$ cat src/inc/sbrg_params.svh
// constants of the serial bit-rate generator
// Overview of operation
// rate register readable and writable any time
// bit 7 reads zero, writes ignored
// bits 6-4 pick prescaler, fed by bus clock
// prescale divisor is code plus one
// prescaler output drives the rate divider
// software writes divider codes 0000-1000 only
// rate divisor is two to code plus one
// rate selections apply only in master mode
// serial rate is bus over both divisors
`ifndef SBRG_PARAMS_SVH
`define SBRG_PARAMS_SVH

// ----------------------------------------------------------------
// register map
// ----------------------------------------------------------------
`define SBRG_ADDR_W 4
`define SBRG_BR_OFFSET 4'h2
`define SBRG_BR_RESET 8'h00
`define SBRG_BR_WMASK 8'h7f

// ----------------------------------------------------------------
// field positions
// ----------------------------------------------------------------
`define SBRG_PRE_MSB 6
`define SBRG_PRE_LSB 4
`define SBRG_DIV_MSB 3
`define SBRG_DIV_LSB 0

// ----------------------------------------------------------------
// divider limits
// ----------------------------------------------------------------
`define SBRG_DIV_MAX_CODE 4'h8
`define SBRG_DIV_CNT_W 8

`endif

$ cat src/inc/sbrg_pkg.sv
// types of the serial bit-rate generator
package sbrg_pkg;

    typedef logic [2:0] sbrg_pre_t;
    typedef logic [3:0] sbrg_div_t;
    typedef logic [7:0] sbrg_cnt_t;

    typedef enum logic {
        SBRG_IDLE,
        SBRG_RUN
    } sbrg_mode_e;

endpackage

$ cat src/logic/sbrg_prescaler.sv
// first stage: divide the bus clock by code plus one
`timescale 1ns/10ps
module sbrg_prescaler (
    input wire logic clk_i,
    input wire logic rst_i,
    input wire logic en_i,
    input wire sbrg_pkg::sbrg_pre_t sel_i,
    output logic tick_o
);

    sbrg_pkg::sbrg_pre_t cnt_q;
    sbrg_pkg::sbrg_pre_t cnt_d;
    wire wrap;

    // >= so a smaller code written mid-count cannot overrun
    assign wrap = (cnt_q >= sel_i);
    assign tick_o = en_i & wrap;
    assign cnt_d = (!en_i || wrap) ? 3'h0 : cnt_q + 3'h1;

    always_ff @(posedge clk_i) begin
        if (rst_i) begin
            cnt_q <= 3'h0;
        end else begin
            cnt_q <= cnt_d;
        end
    end

endmodule

$ cat src/logic/sbrg_divider.sv
// second stage: count prescaler ticks, toggle every 2^code
`include "sbrg_params.svh"
`timescale 1ns/10ps
module sbrg_divider (
    input wire logic clk_i,
    input wire logic rst_i,
    input wire logic en_i,
    input wire logic tick_i,
    input wire sbrg_pkg::sbrg_div_t sel_i,
    output logic toggle_o
);

    sbrg_pkg::sbrg_cnt_t cnt_q;
    sbrg_pkg::sbrg_cnt_t cnt_d;
    sbrg_pkg::sbrg_div_t code;
    sbrg_pkg::sbrg_cnt_t limit;
    wire wrap;

    // reserved codes saturate at the largest divisor
    assign code = (sel_i > `SBRG_DIV_MAX_CODE) ?
                  `SBRG_DIV_MAX_CODE : sel_i;
    // half period in ticks is 2^code, full period twice that
    assign limit = 8'((9'h001 << code) - 9'h001);
    assign wrap = (cnt_q >= limit);
    assign toggle_o = en_i & tick_i & wrap;
    assign cnt_d = !en_i ? 8'h00 :
                   !tick_i ? cnt_q :
                   wrap ? 8'h00 : cnt_q + 8'h01;

    always_ff @(posedge clk_i) begin
        if (rst_i) begin
            cnt_q <= 8'h00;
        end else begin
            cnt_q <= cnt_d;
        end
    end

endmodule

$ cat src/logic/sbrg_top.sv
// serial bit-rate generator: rate register and two-stage divider
//
// Design decision made here: the address-and-strobe port.
`include "sbrg_params.svh"
`timescale 1ns/10ps
module sbrg_top (
    input wire logic SYS_CLK_I,
    input wire logic RST_I,
    input wire logic [`SBRG_ADDR_W-1:0] ADDR_I,
    input wire logic [7:0] WDATA_I,
    input wire logic WR_I,
    input wire logic RD_I,
    input wire logic MASTER_I,
    input wire logic RUN_I,
    output logic [7:0] RDATA_O,
    output logic SCK_O,
    output logic SCK_EDGE_O
);

    // ----------------------------------------------------------------
    // register access decode
    // ----------------------------------------------------------------
    wire hit;
    wire wr_hit;
    wire rd_hit;

    assign hit = (ADDR_I == `SBRG_BR_OFFSET);
    assign wr_hit = WR_I & hit;
    assign rd_hit = RD_I & hit;

    // ----------------------------------------------------------------
    // rate selection register
    // ----------------------------------------------------------------
    logic [7:0] rate_sel_q;
    logic [7:0] rate_sel_d;
    logic [7:0] rdata_d;
    sbrg_pkg::sbrg_pre_t prescale_select;
    sbrg_pkg::sbrg_div_t rate_divisor_select;

    // no busy gating: software may retune during a transfer
    assign rate_sel_d = wr_hit ? (WDATA_I & `SBRG_BR_WMASK) :
                        rate_sel_q;
    assign prescale_select =
        rate_sel_q[`SBRG_PRE_MSB:`SBRG_PRE_LSB];
    assign rate_divisor_select =
        rate_sel_q[`SBRG_DIV_MSB:`SBRG_DIV_LSB];
    // unmapped reads and idle cycles return zero
    assign rdata_d = rd_hit ? rate_sel_q : 8'h00;

    always_ff @(posedge SYS_CLK_I) begin
        if (RST_I) begin
            rate_sel_q <= `SBRG_BR_RESET;
            RDATA_O <= 8'h00;
        end else begin
            rate_sel_q <= rate_sel_d;
            RDATA_O <= rdata_d;
        end
    end

    // ----------------------------------------------------------------
    // run control
    // ----------------------------------------------------------------
    sbrg_pkg::sbrg_mode_e mode_q;
    sbrg_pkg::sbrg_mode_e mode_d;
    wire run_req;
    wire gen_en;

    // a slave shifts on the external clock, so the dividers rest
    assign run_req = MASTER_I & RUN_I;

    always_comb begin
        case (mode_q)
            sbrg_pkg::SBRG_IDLE: begin
                mode_d = run_req ? sbrg_pkg::SBRG_RUN :
                         sbrg_pkg::SBRG_IDLE;
            end
            sbrg_pkg::SBRG_RUN: begin
                mode_d = run_req ? sbrg_pkg::SBRG_RUN :
                         sbrg_pkg::SBRG_IDLE;
            end
            default: begin
                mode_d = sbrg_pkg::SBRG_IDLE;
            end
        endcase
    end

    // dividers start counting the cycle after a request arrives
    assign gen_en = run_req && (mode_q == sbrg_pkg::SBRG_RUN);

    always_ff @(posedge SYS_CLK_I) begin
        if (RST_I) begin
            mode_q <= sbrg_pkg::SBRG_IDLE;
        end else begin
            mode_q <= mode_d;
        end
    end

    // ----------------------------------------------------------------
    // two cascaded dividers
    // ----------------------------------------------------------------
    logic pre_tick;
    logic half_toggle;

    sbrg_prescaler u_pre (
        .clk_i(SYS_CLK_I),
        .rst_i(RST_I),
        .en_i(gen_en),
        .sel_i(prescale_select),
        .tick_o(pre_tick)
    );

    sbrg_divider u_div (
        .clk_i(SYS_CLK_I),
        .rst_i(RST_I),
        .en_i(gen_en),
        .tick_i(pre_tick),
        .sel_i(rate_divisor_select),
        .toggle_o(half_toggle)
    );

    // ----------------------------------------------------------------
    // serial clock output
    // ----------------------------------------------------------------
    logic sck_d;
    logic edge_d;

    // period is prescale times rate divisor bus cycles
    assign sck_d = !gen_en ? 1'b0 : SCK_O ^ half_toggle;
    assign edge_d = gen_en & half_toggle;

    always_ff @(posedge SYS_CLK_I) begin
        if (RST_I) begin
            SCK_O <= 1'b0;
            SCK_EDGE_O <= 1'b0;
        end else begin
            SCK_O <= sck_d;
            SCK_EDGE_O <= edge_d;
        end
    end

    // ----------------------------------------------------------------
    // checking helpers
    // ----------------------------------------------------------------
    logic [15:0] gap_q;
    logic [15:0] pre_gap_q;
    logic [8:0] tick_cnt_q;
    logic clean_q;
    logic pre_clean_q;
    logic [15:0] want_half;
    logic [8:0] want_ticks;
    logic [3:0] div_code;

    assign div_code = (rate_divisor_select > `SBRG_DIV_MAX_CODE) ?
                      `SBRG_DIV_MAX_CODE : rate_divisor_select;
    assign want_ticks = 9'h001 << div_code;
    assign want_half = 16'({13'h0000, prescale_select} + 16'h0001)
                       * 16'({7'h00, want_ticks});

    // cycles and ticks between toggles, voided by writes or stops
    always_ff @(posedge SYS_CLK_I) begin
        if (RST_I || !gen_en || wr_hit) begin
            gap_q <= 16'h0000;
            tick_cnt_q <= 9'h000;
            clean_q <= 1'b0;
        end else if (half_toggle) begin
            gap_q <= 16'h0000;
            tick_cnt_q <= 9'h000;
            clean_q <= 1'b1;
        end else begin
            gap_q <= gap_q + 16'h0001;
            tick_cnt_q <= tick_cnt_q + {8'h00, pre_tick};
        end
    end

    always_ff @(posedge SYS_CLK_I) begin
        if (RST_I || !gen_en || wr_hit) begin
            pre_gap_q <= 16'h0000;
            pre_clean_q <= 1'b0;
        end else if (pre_tick) begin
            pre_gap_q <= 16'h0000;
            pre_clean_q <= 1'b1;
        end else begin
            pre_gap_q <= pre_gap_q + 16'h0001;
        end
    end

    // ----------------------------------------------------------------
    // assertions
    // ----------------------------------------------------------------
    AST_WR_ANYTIME: assert property (
        @(posedge SYS_CLK_I) disable iff (RST_I)
        wr_hit |=> rate_sel_q == ($past(WDATA_I) & 8'h7f)
    ) else $error("rate register write was lost");

    AST_MSB_ZERO: assert property (
        @(posedge SYS_CLK_I) disable iff (RST_I)
        rd_hit || wr_hit |=> !RDATA_O[7] && !rate_sel_q[7]
    ) else $error("reserved top bit is not zero");

    AST_READBACK: assert property (
        @(posedge SYS_CLK_I) disable iff (RST_I)
        rd_hit |=> RDATA_O == $past(rate_sel_q)
    ) else $error("readback differs from register");

    AST_PRE_PERIOD: assert property (
        @(posedge SYS_CLK_I) disable iff (RST_I)
        pre_tick && pre_clean_q && gen_en |->
            pre_gap_q == 16'({13'h0000, prescale_select})
    ) else $error("prescaler period is not code plus one");

    AST_CASCADE: assert property (
        @(posedge SYS_CLK_I) disable iff (RST_I)
        half_toggle |-> pre_tick && gen_en
    ) else $error("divider moved without prescaler tick");

    AST_DIV_TICKS: assert property (
        @(posedge SYS_CLK_I) disable iff (RST_I)
        half_toggle && clean_q |->
            tick_cnt_q + 9'h001 == want_ticks
    ) else $error("divider half period not two to code");

    AST_SLAVE_IDLE: assert property (
        @(posedge SYS_CLK_I) disable iff (RST_I)
        !MASTER_I |=> !SCK_O && !SCK_EDGE_O
    ) else $error("serial clock runs outside master mode");

    AST_RATE: assert property (
        @(posedge SYS_CLK_I) disable iff (RST_I)
        half_toggle && clean_q |->
            gap_q + 16'h0001 == want_half
    ) else $error("serial half period is wrong");

    AST_EDGE_SCK: assert property (
        @(posedge SYS_CLK_I) disable iff (RST_I)
        SCK_EDGE_O |-> SCK_O != $past(SCK_O)
    ) else $error("edge pulse without clock change");

    AST_FASTEST: assert property (
        @(posedge SYS_CLK_I) disable iff (RST_I)
        gen_en && rate_sel_q == 8'h00 && !wr_hit ##1
            gen_en && !wr_hit |-> SCK_EDGE_O ##1 SCK_EDGE_O
    ) else $error("divide by two not toggling each cycle");

    // ----------------------------------------------------------------
    // covers
    // ----------------------------------------------------------------
    COV_SLOWEST: cover property (
        @(posedge SYS_CLK_I) disable iff (RST_I)
        half_toggle && clean_q && rate_sel_q == 8'h78
    );

    COV_RETUNE: cover property (
        @(posedge SYS_CLK_I) disable iff (RST_I)
        wr_hit && gen_en ##[1:40] half_toggle
    );

    COV_READ: cover property (
        @(posedge SYS_CLK_I) disable iff (RST_I)
        rd_hit ##1 RDATA_O != 8'h00
    );

    COV_SLAVE_DROP: cover property (
        @(posedge SYS_CLK_I) disable iff (RST_I)
        SCK_O ##1 !MASTER_I
    );

endmodule

$ cat config.mk
export PLATFORM = sky130hd
export DESIGN_NAME = sbrg_top
export DESIGN_NICKNAME = d
export VERILOG_FILES = /design/src/inc/sbrg_pkg.sv /design/src/logic/sbrg_prescaler.sv /design/src/logic/sbrg_divider.sv /design/src/logic/sbrg_top.sv
export VERILOG_INCLUDE_DIRS = /design/src /design/src/inc
export SDC_FILE = /design/constraint.sdc
export NUM_CORES = 1
export LEC_CHECK = 0
export ABC_AREA = 0
export BUFFER_PORTS_ARGS = -buffer_cell sky130_fd_sc_hd__buf_4
export CAP_MARGIN = 20
export CORE_MARGIN = 2
export CORE_UTILIZATION = 38
export CTS_CLUSTER_DIAMETER = 80
export DETAILED_ROUTE_END_ITERATION = 12
export SYNTH_ARGS = -nofsm -noshare
export SYNTH_HDL_FRONTEND = slang
export SYNTH_SLANG_ARGS = --single-unit
$ cat constraint.sdc
create_clock -name SYS_CLK_I -period 6.8 [get_ports SYS_CLK_I]
set_input_delay 0.68 -clock SYS_CLK_I [delete_from_list [all_inputs] [get_ports SYS_CLK_I]]
set_output_delay 0.68 -clock SYS_CLK_I [all_outputs]
set_load 0.02 [all_outputs]
==> impl_metrics.env, run 1 <==
export IMPL_clock_path_buffers=2
export IMPL_postCtsSetupRepairBufs=0
export IMPL_cts_htree_levels=1
export IMPL_grt_use_total=0.145
export IMPL_drtPass1Iterations=4
export IMPL_hold_violations=0
export IMPL_required_ps=7000
export IMPL_setup_viol=0
export IMPL_placed_area_mm2=0.00169
export IMPL_placementRows=22
export IMPL_core_mm2=0.00372
export IMPL_clk_insertion_delay_late_ps=260
export IMPL_yosysUniqueCellTypes=39
export IMPL_maxSlewHeadroom=0.540
export IMPL_ys_seq_area_frac=0.377
export IMPL_gp_congestion=0.776
export IMPL_yosys_top_cells_area="dfxtp_1 (38%), ha_1 (12%), mux2i_1 (4.7%)"
export IMPL_fin_crit_sh=0.486
export IMPL_grt_pass1_vias=1148
export IMPL_max_stage_delay_ps=600
export IMPL_viasPerCell=5.41
export IMPL_wl_per_cell_um=12.8
export IMPL_tightestPinTransition_ps=689
export IMPL_min_period_ps=3310
export IMPL_final_cell_mix="dfxtp_1 (28), buf_4 (26), nand2_1 (15)"
export IMPL_pwr_share_clk=0.339
export IMPL_fin_setup_tns_ps=0
export IMPL_drt_wl_total_um=2970
export IMPL_ant_nets=0
export IMPL_worst_setup_path_start_kind="flip-flop"
export IMPL_antenna_found_initial=0
export IMPL_layout_drive_gt1_share=0.189
export IMPL_endpoint_kind="flip-flop"
export IMPL_grt_overflow=0
export IMPL_netlist_instances=163
export IMPL_rsz0062_at_grt="no"
export IMPL_cts_root_buf="clkbuf_8"
export IMPL_fin_worst_skew_ps=6.49
export IMPL_crit_chain="or4_1 -> ha_1 -> a21o_1 -> a32oi_1 -> ha_1 -> and3_1 -> a221oi_1 -> buf_4 -> and3_1 -> nand4b_1 -> a31oi_1"
export IMPL_synthToLayoutAreaGrowth_pct=17.7
export IMPL_syn_nets=195
export IMPL_die_y_um=66.5
export IMPL_whs_ps=479
export IMPL_synth_edf_count=0
export IMPL_grt_max_degree=17
export IMPL_internal_power_w=0.000230
export IMPL_portBuffers=25
export IMPL_cts_buffers_inserted=3
export IMPL_combinationalPowerShare=0.095
export IMPL_fmax_ghz=0.302
export IMPL_synth_top_area_cell="dfxtp_1"
export IMPL_ys_flop_type="dfxtp_1"
export IMPL_postCtsHoldBufs=0
export IMPL_final_nets=218
export IMPL_grt_pass1_wl_um=5040
export IMPL_start_util=0.400
export IMPL_dp_slack_ps=3530
export IMPL_post_route_drc_count=0
export IMPL_critPathKind="reg2reg"
export IMPL_p_sw_w=0.0000625
export IMPL_slowest_stage="or4_1"
export IMPL_maxSlewViolCount=0
export IMPL_die_area_mm2=0.00443
export IMPL_synth_top_cell_area_share=0.377
export IMPL_cts_resized=0
export IMPL_crit_path_max_fanout=11
export IMPL_fin_area_mm2=0.00175
export IMPL_die_w_um=66.5
export IMPL_maxCapViolations=0
export IMPL_tritoncts="built"
export IMPL_irDropWorstVdd_v=0.0000864
export IMPL_diodes=0
export IMPL_clock_sinks=28
export IMPL_syn_area_mm2=0.00149
export IMPL_drt_iter0_markers=41
export IMPL_status="finished clean"
export IMPL_switching_share=0.213
export IMPL_p_per_area_mw_per_mm2=167
export IMPL_clk_pin_slew_worst_paths_ps=90
export IMPL_ys_warn_count=0
export IMPL_hold_class="reg2reg"
export IMPL_ios=28
export IMPL_num_vias=1261
export IMPL_async_flop_share=0
export IMPL_leakage_nw=0.745
export IMPL_power_frac_seq=0.566
export IMPL_crit_arrival_ps=3500
export IMPL_layout_setup_ws_ps=3490
export IMPL_dp_hpwl_um=2270
export IMPL_final_common_cell="dfxtp_1"
export IMPL_avgSynthCellArea_um2=9.12
export IMPL_synth_ff_latch_count=28
==> worst paths after layout <==
check,from,to,slack (ps),cells past startpoint
max,rate_sel_q[0]$_SDFFE_PP0P_,u_div.cnt_q[2]$_SDFFE_PP0P_,3490,11
min,u_pre.cnt_q[0]$_SDFF_PP0_,u_pre.cnt_q[0]$_SDFF_PP0_,480,1
max reg2reg,rate_sel_q[0]$_SDFFE_PP0P_,u_div.cnt_q[2]$_SDFFE_PP0P_,3490,11
min reg2reg,u_pre.cnt_q[0]$_SDFF_PP0_,u_pre.cnt_q[0]$_SDFF_PP0_,480,1
==> metal layers <==
metal  global-route usage  part of all wire  vias up
met5                    0                 0        -
met4               0.0230            0.0057        0
met3               0.0270             0.052        4
met2                0.253              0.45       33
met1                0.187              0.49      589
li1                     -                 -      635
==> flip-flops by register name, indices dropped and copies added (netlist names) <==
| name | flops |
|---|---|
| rate_sel_q | 7 |
| mode_q | 1 |
| u_div.cnt_q | 8 |
| u_pre.cnt_q | 3 |
| SCK_EDGE_O | 1 |
| RDATA_O | 7 |
| SCK_O | 1 |
==> critical path: cells and delay by family, from the launching register on <==
family	cells	cell delay, ps
and+or+nand+nor	4	1240
adders and majority gates	2	530
buffers and inverters	1	230
AOI/OAI and AO/OA	4	840
DFF	1	400
==> through the flow <==
stage	total power, W	utilization	instances
4_1_cts	0.000298	0.471	233
3_3_place_gp	0.000196	0.456	229
6_report	0.000293	0.471	233
3_5_place_dp	0.000197	0.456	229
2_1_floorplan	0.000189	-	163
5_1_grt	0.000309	0.471	233
==> power by group through the flow <==
| stage | combinational (W) | clock (W) | sequential [W] |
|---|---|---|---|
| after floorplan | 0.0000197 | 0 | 0.000169 |
| after detailed placement | 0.0000279 | 0 | 0.000170 |
| after CTS | 0.0000280 | 0.000105 | 0.000166 |
| after global placement | 0.0000269 | 0 | 0.000169 |
| final | 0.0000278 | 0.0000993 | 0.000166 |
| after global routing | 0.0000308 | 0.000112 | 0.000166 |
==> cell usage after synthesis (2+ instances only) <==
| cell | instances |
|---|---|
| clkbuf_1 | 3 |
| xnor2_1 | 2 |
| nand3_1 | 8 |
| nor2_1 | 12 |
| o21ai_0 | 2 |
| nand2_1 | 15 |
| o21a_1 | 2 |
| nand4_1 | 4 |
| nand4b_1 | 2 |
| ha_1 | 14 |
| and3b_1 | 2 |
| a31oi_1 | 5 |
| buf_2 | 2 |
| nor4b_1 | 2 |
| dfxtp_1 | 28 |
| inv_1 | 5 |
| nor2b_1 | 3 |
| or2_2 | 2 |
| and2_1 | 8 |
| and3_1 | 6 |
| a21o_1 | 2 |
| a32oi_1 | 3 |
| mux2i_1 | 7 |
| a21oi_1 | 4 |
| nor3_1 | 6 |
==> cell families after synthesis <==
group	count (synthesis)	share of synthesized area
fa+ha+maj	14	0.118
compound gates	25	0.136
xor+xnor	2	0.0118
buf+inv	13	0.0446
flops	28	0.377
mux	7	0.0471
other cells	1	0.00252
simple gates	73	0.263
==> area by class of cell <==
cell class,instances,area (um2)
Fill cell,375,1970
Multi-Input combinational cell,122,860
Sequential cell,28,561
Timing Repair Buffer,26,195
Tap cell,48,60.1
Clock buffer,4,55.1
Inverter,5,18.8
Note: power is estimated with default switching activity, not from simulation.
==> inputs of run 2 (changes only) <==
--- a/config.mk
+++ b/config.mk
@@ -6,7 +6,7 @@
 export SDC_FILE = /design/constraint.sdc
 export NUM_CORES = 1
 export LEC_CHECK = 0
-export ABC_AREA = 0
+export ABC_AREA = 1
 export BUFFER_PORTS_ARGS = -buffer_cell sky130_fd_sc_hd__buf_4
 export CAP_MARGIN = 20
 export CORE_MARGIN = 2
==> constraint.sdc (replaced) <==
create_clock -name SYS_CLK_I -period 2.7 [get_ports SYS_CLK_I]
set_input_delay 0.27 -clock SYS_CLK_I [delete_from_list [all_inputs] [get_ports SYS_CLK_I]]
set_output_delay 0.27 -clock SYS_CLK_I [all_outputs]
set_load 0.02 [all_outputs]
==> run 2 against run 1 <==
  * Global-route usage shrank 0.066 points
  * Final cell count grew 14%
  * Register-to-register slack got worse by 3100 ps
  * Via count shrank 2.8%
  * Sequential share of layout area down 0.59 points
  * First-iteration DRC count increased by 7.3%
  * Sequential cell count is the same
  * Setup slack worse by 3100 ps
  * Critical path type unchanged
  * Highest routed layer unchanged
==> impl_metrics.env, run 2 <==
export IMPL_clk_insertion_delay_late_ps=280
export IMPL_grt_overflow=0
export IMPL_required_ps=2880
export IMPL_syn_area_mm2=0.00148
export IMPL_layout_drive_gt1_share=0.212
export IMPL_clock_sinks=28
export IMPL_syn_nets=222
export IMPL_yosys_top_cells_area="dfxtp_1 (38%), ha_1 (12%), nor2_1 (7.6%)"
export IMPL_ys_seq_area_frac=0.378
export IMPL_ys_warn_count=0
export IMPL_largest_reg_flops=8
export IMPL_met1_length_um=1340
export IMPL_core_mm2=0.00372
export IMPL_ios=28
export IMPL_hold_violations=0
export IMPL_avgSynthCellArea_um2=7.80
export IMPL_placed_area_mm2=0.00171
export IMPL_dp_cells=261
export IMPL_gp_congestion=0.709
export IMPL_ant_nets=0
export IMPL_final_cell_mix="nor2_1 (30), nand2_1 (29), dfxtp_1 (28)"
export IMPL_fin_crit_sh=0.837
export IMPL_min_period_ps=2260
export IMPL_die_area_mm2=0.00441
export IMPL_cts_buffers_inserted=3
export IMPL_fin_area_mm2=0.00178
export IMPL_grt_pass1_vias=1151
export IMPL_whs_ps=182
export IMPL_dr_wl_met3_um=79
export IMPL_p_per_area_mw_per_mm2=466
export IMPL_fmax_ghz=0.443
export IMPL_cts_htree_levels=1
export IMPL_postCtsSetupRepairBufs=0
export IMPL_ys_flop_type="dfxtp_1"
export IMPL_crit_chain="nor2_1 -> nand2_1 -> ha_1 -> a21boi_0 -> nand3_1 -> o21ai_0 -> ha_1 -> nand2_1 -> nor2_1 -> nor2_1 -> nand2_2 -> nand2_8 -> nand2_1 -> nand2_1 -> nor2_2"
export IMPL_setup_viol=0
export IMPL_portBuffers=25
export IMPL_postCtsHoldBufs=0
export IMPL_final_cells=265
export IMPL_grt_use_total=0.144
export IMPL_leakage_nw=0.764
export IMPL_clk_pin_slew_worst_paths_ps=100
export IMPL_drtPass1Iterations=4
export IMPL_synth_top_cells_by_count="nor2_1 (30), nand2_1 (29), dfxtp_1 (28), inv_1 (24), ha_1 (14)"
export IMPL_wl_met2_um=1250
export IMPL_worst_setup_path_start_kind="flip-flop"
export IMPL_crit_arrival_ps=2440
export IMPL_synth_most_common_cell="nor2_1"
export IMPL_wl_per_cell_um=10.2
export IMPL_max_stage_delay_ps=420
export IMPL_synth_top_area_cell="dfxtp_1"
export IMPL_slowest_stage="dfxtp_1"
export IMPL_fin_setup_tns_ps=0
export IMPL_viasPerCell=4.63
export IMPL_post_route_drc_count=0
export IMPL_yosysUniqueCellTypes=29
export IMPL_synth_top_cell_area_share=0.378
export IMPL_drt_iter0_markers=44
export IMPL_async_flop_share=0
export IMPL_crit_path_max_fanout=7
export IMPL_endpoint_kind="flip-flop"
export IMPL_diodes=0
export IMPL_num_vias=1226
export IMPL_fin_worst_skew_ps=4.08
export IMPL_maxSlewViolCount=0
export IMPL_hold_class="in2reg"
export IMPL_critPathKind="reg2reg"
export IMPL_synthToLayoutAreaGrowth_pct=20.3
export IMPL_top_layer="met4"
export IMPL_cts_root_buf="clkbuf_8"
export IMPL_start_util=0.399
export IMPL_grt_max_degree=17
export IMPL_dp_hpwl_um=2110
export IMPL_synth_ff_latch_count=28
export IMPL_die_w_um=66.4
export IMPL_crit_top_cell="nand2_1"
export IMPL_rsz0062_at_grt="no"
export IMPL_synth_edf_count=0
export IMPL_die_y_um=66.4
export IMPL_max_flop_register="u_div.cnt_q"
export IMPL_reg_top3="u_div.cnt_q (8), RDATA_O (7), rate_sel_q (7)"
export IMPL_netlist_instances=190
export IMPL_clock_path_buffers=2
export IMPL_final_common_cell="nor2_1"
export IMPL_final_nets=250
export IMPL_cts_resized=0
export IMPL_grt_pass1_wl_um=4910
export IMPL_maxCapViolations=0
export IMPL_placementRows=22
export IMPL_antenna_found_initial=0
export IMPL_irDropWorstVdd_v=0.000362
export IMPL_tritoncts="built"
export IMPL_status="finished clean"
export IMPL_drt_wl_total_um=2690
## run 2: cell count changes after synthesis, sizes merged, moves of 8 or more
cell	delta
and2	-8
inv	+22
o21ai	+9
nand2	+19
a21oi	+10
nor2	+21
## run 2: logic make-up after synthesis
logic type / after synthesis / share of synthesized area
other cells: 1 / 0.00253
xor+xnor: 2 / 0.0118
buf+inv: 29 / 0.0845
fa+ha+maj: 14 / 0.118
compound gates: 29 / 0.111
simple gates: 87 / 0.293
flops: 28 / 0.378
## run 2: where the power goes
group	internal (W)	leakage [nW]	switching (W)	total [W]
clock	0.000199	0.0357	0.000134	0.000332
sequential	0.000416	0.226	0.00000185	0.000418
combinational	0.0000353	0.503	0.0000449	0.0000801
## run 2: final cells by class
type                    instances  area [um2]
fillers                       389        1930
multi-input cells             133         796
flip-flops and latches         28         561
repair buffers                 25         188
inverters                      27         106
well taps                      48        60.1
clock buffers                   3        41.3
clock inverters                 1        30.0
## run 2: path summary, 6_finish.rpt
path,cells past startpoint,from,endpoint,slack [ps]
worst max-delay path,15,rate_sel_q[3]$_SDFFE_PP0P_,SCK_O$_SDFF_PP0_,440
worst max register to register,15,rate_sel_q[3]$_SDFFE_PP0P_,SCK_O$_SDFF_PP0_,440
worst min register to register,1,u_pre.cnt_q[0]$_SDFF_PP0_,u_pre.cnt_q[0]$_SDFF_PP0_,460
worst min-delay path,2,RST_I,mode_q$_SDFF_PP0_,180
## run 2: stage by stage
stage | setup WS [ps] | utilization | power [W]
3_5_place_dp | 428 | 0.460 | 0.000508
6_report | 441 | 0.479 | 0.000830
4_1_cts | 435 | 0.479 | 0.000843
3_3_place_gp | 464 | 0.460 | 0.000507
5_1_grt | 204 | 0.479 | 0.000872
2_1_floorplan | 666 | - | 0.000480
## run 2: metal layers
metal / vias up / track usage
met2: 13 / 0.236
met5: - / 0
met1: 548 / 0.183
met3: 2 / 0.0375
met4: 0 / 0.0459
li1: 663 / -
## run 2: critical path: cells and delay by family (launching register included)
family / cells / cell delay [ps]
AO/OA/AOI/OAI: 2 / 330
adder cells (fa/ha/maj): 2 / 430
flip-flops: 1 / 420
AND/OR/NAND/NOR: 11 / 980
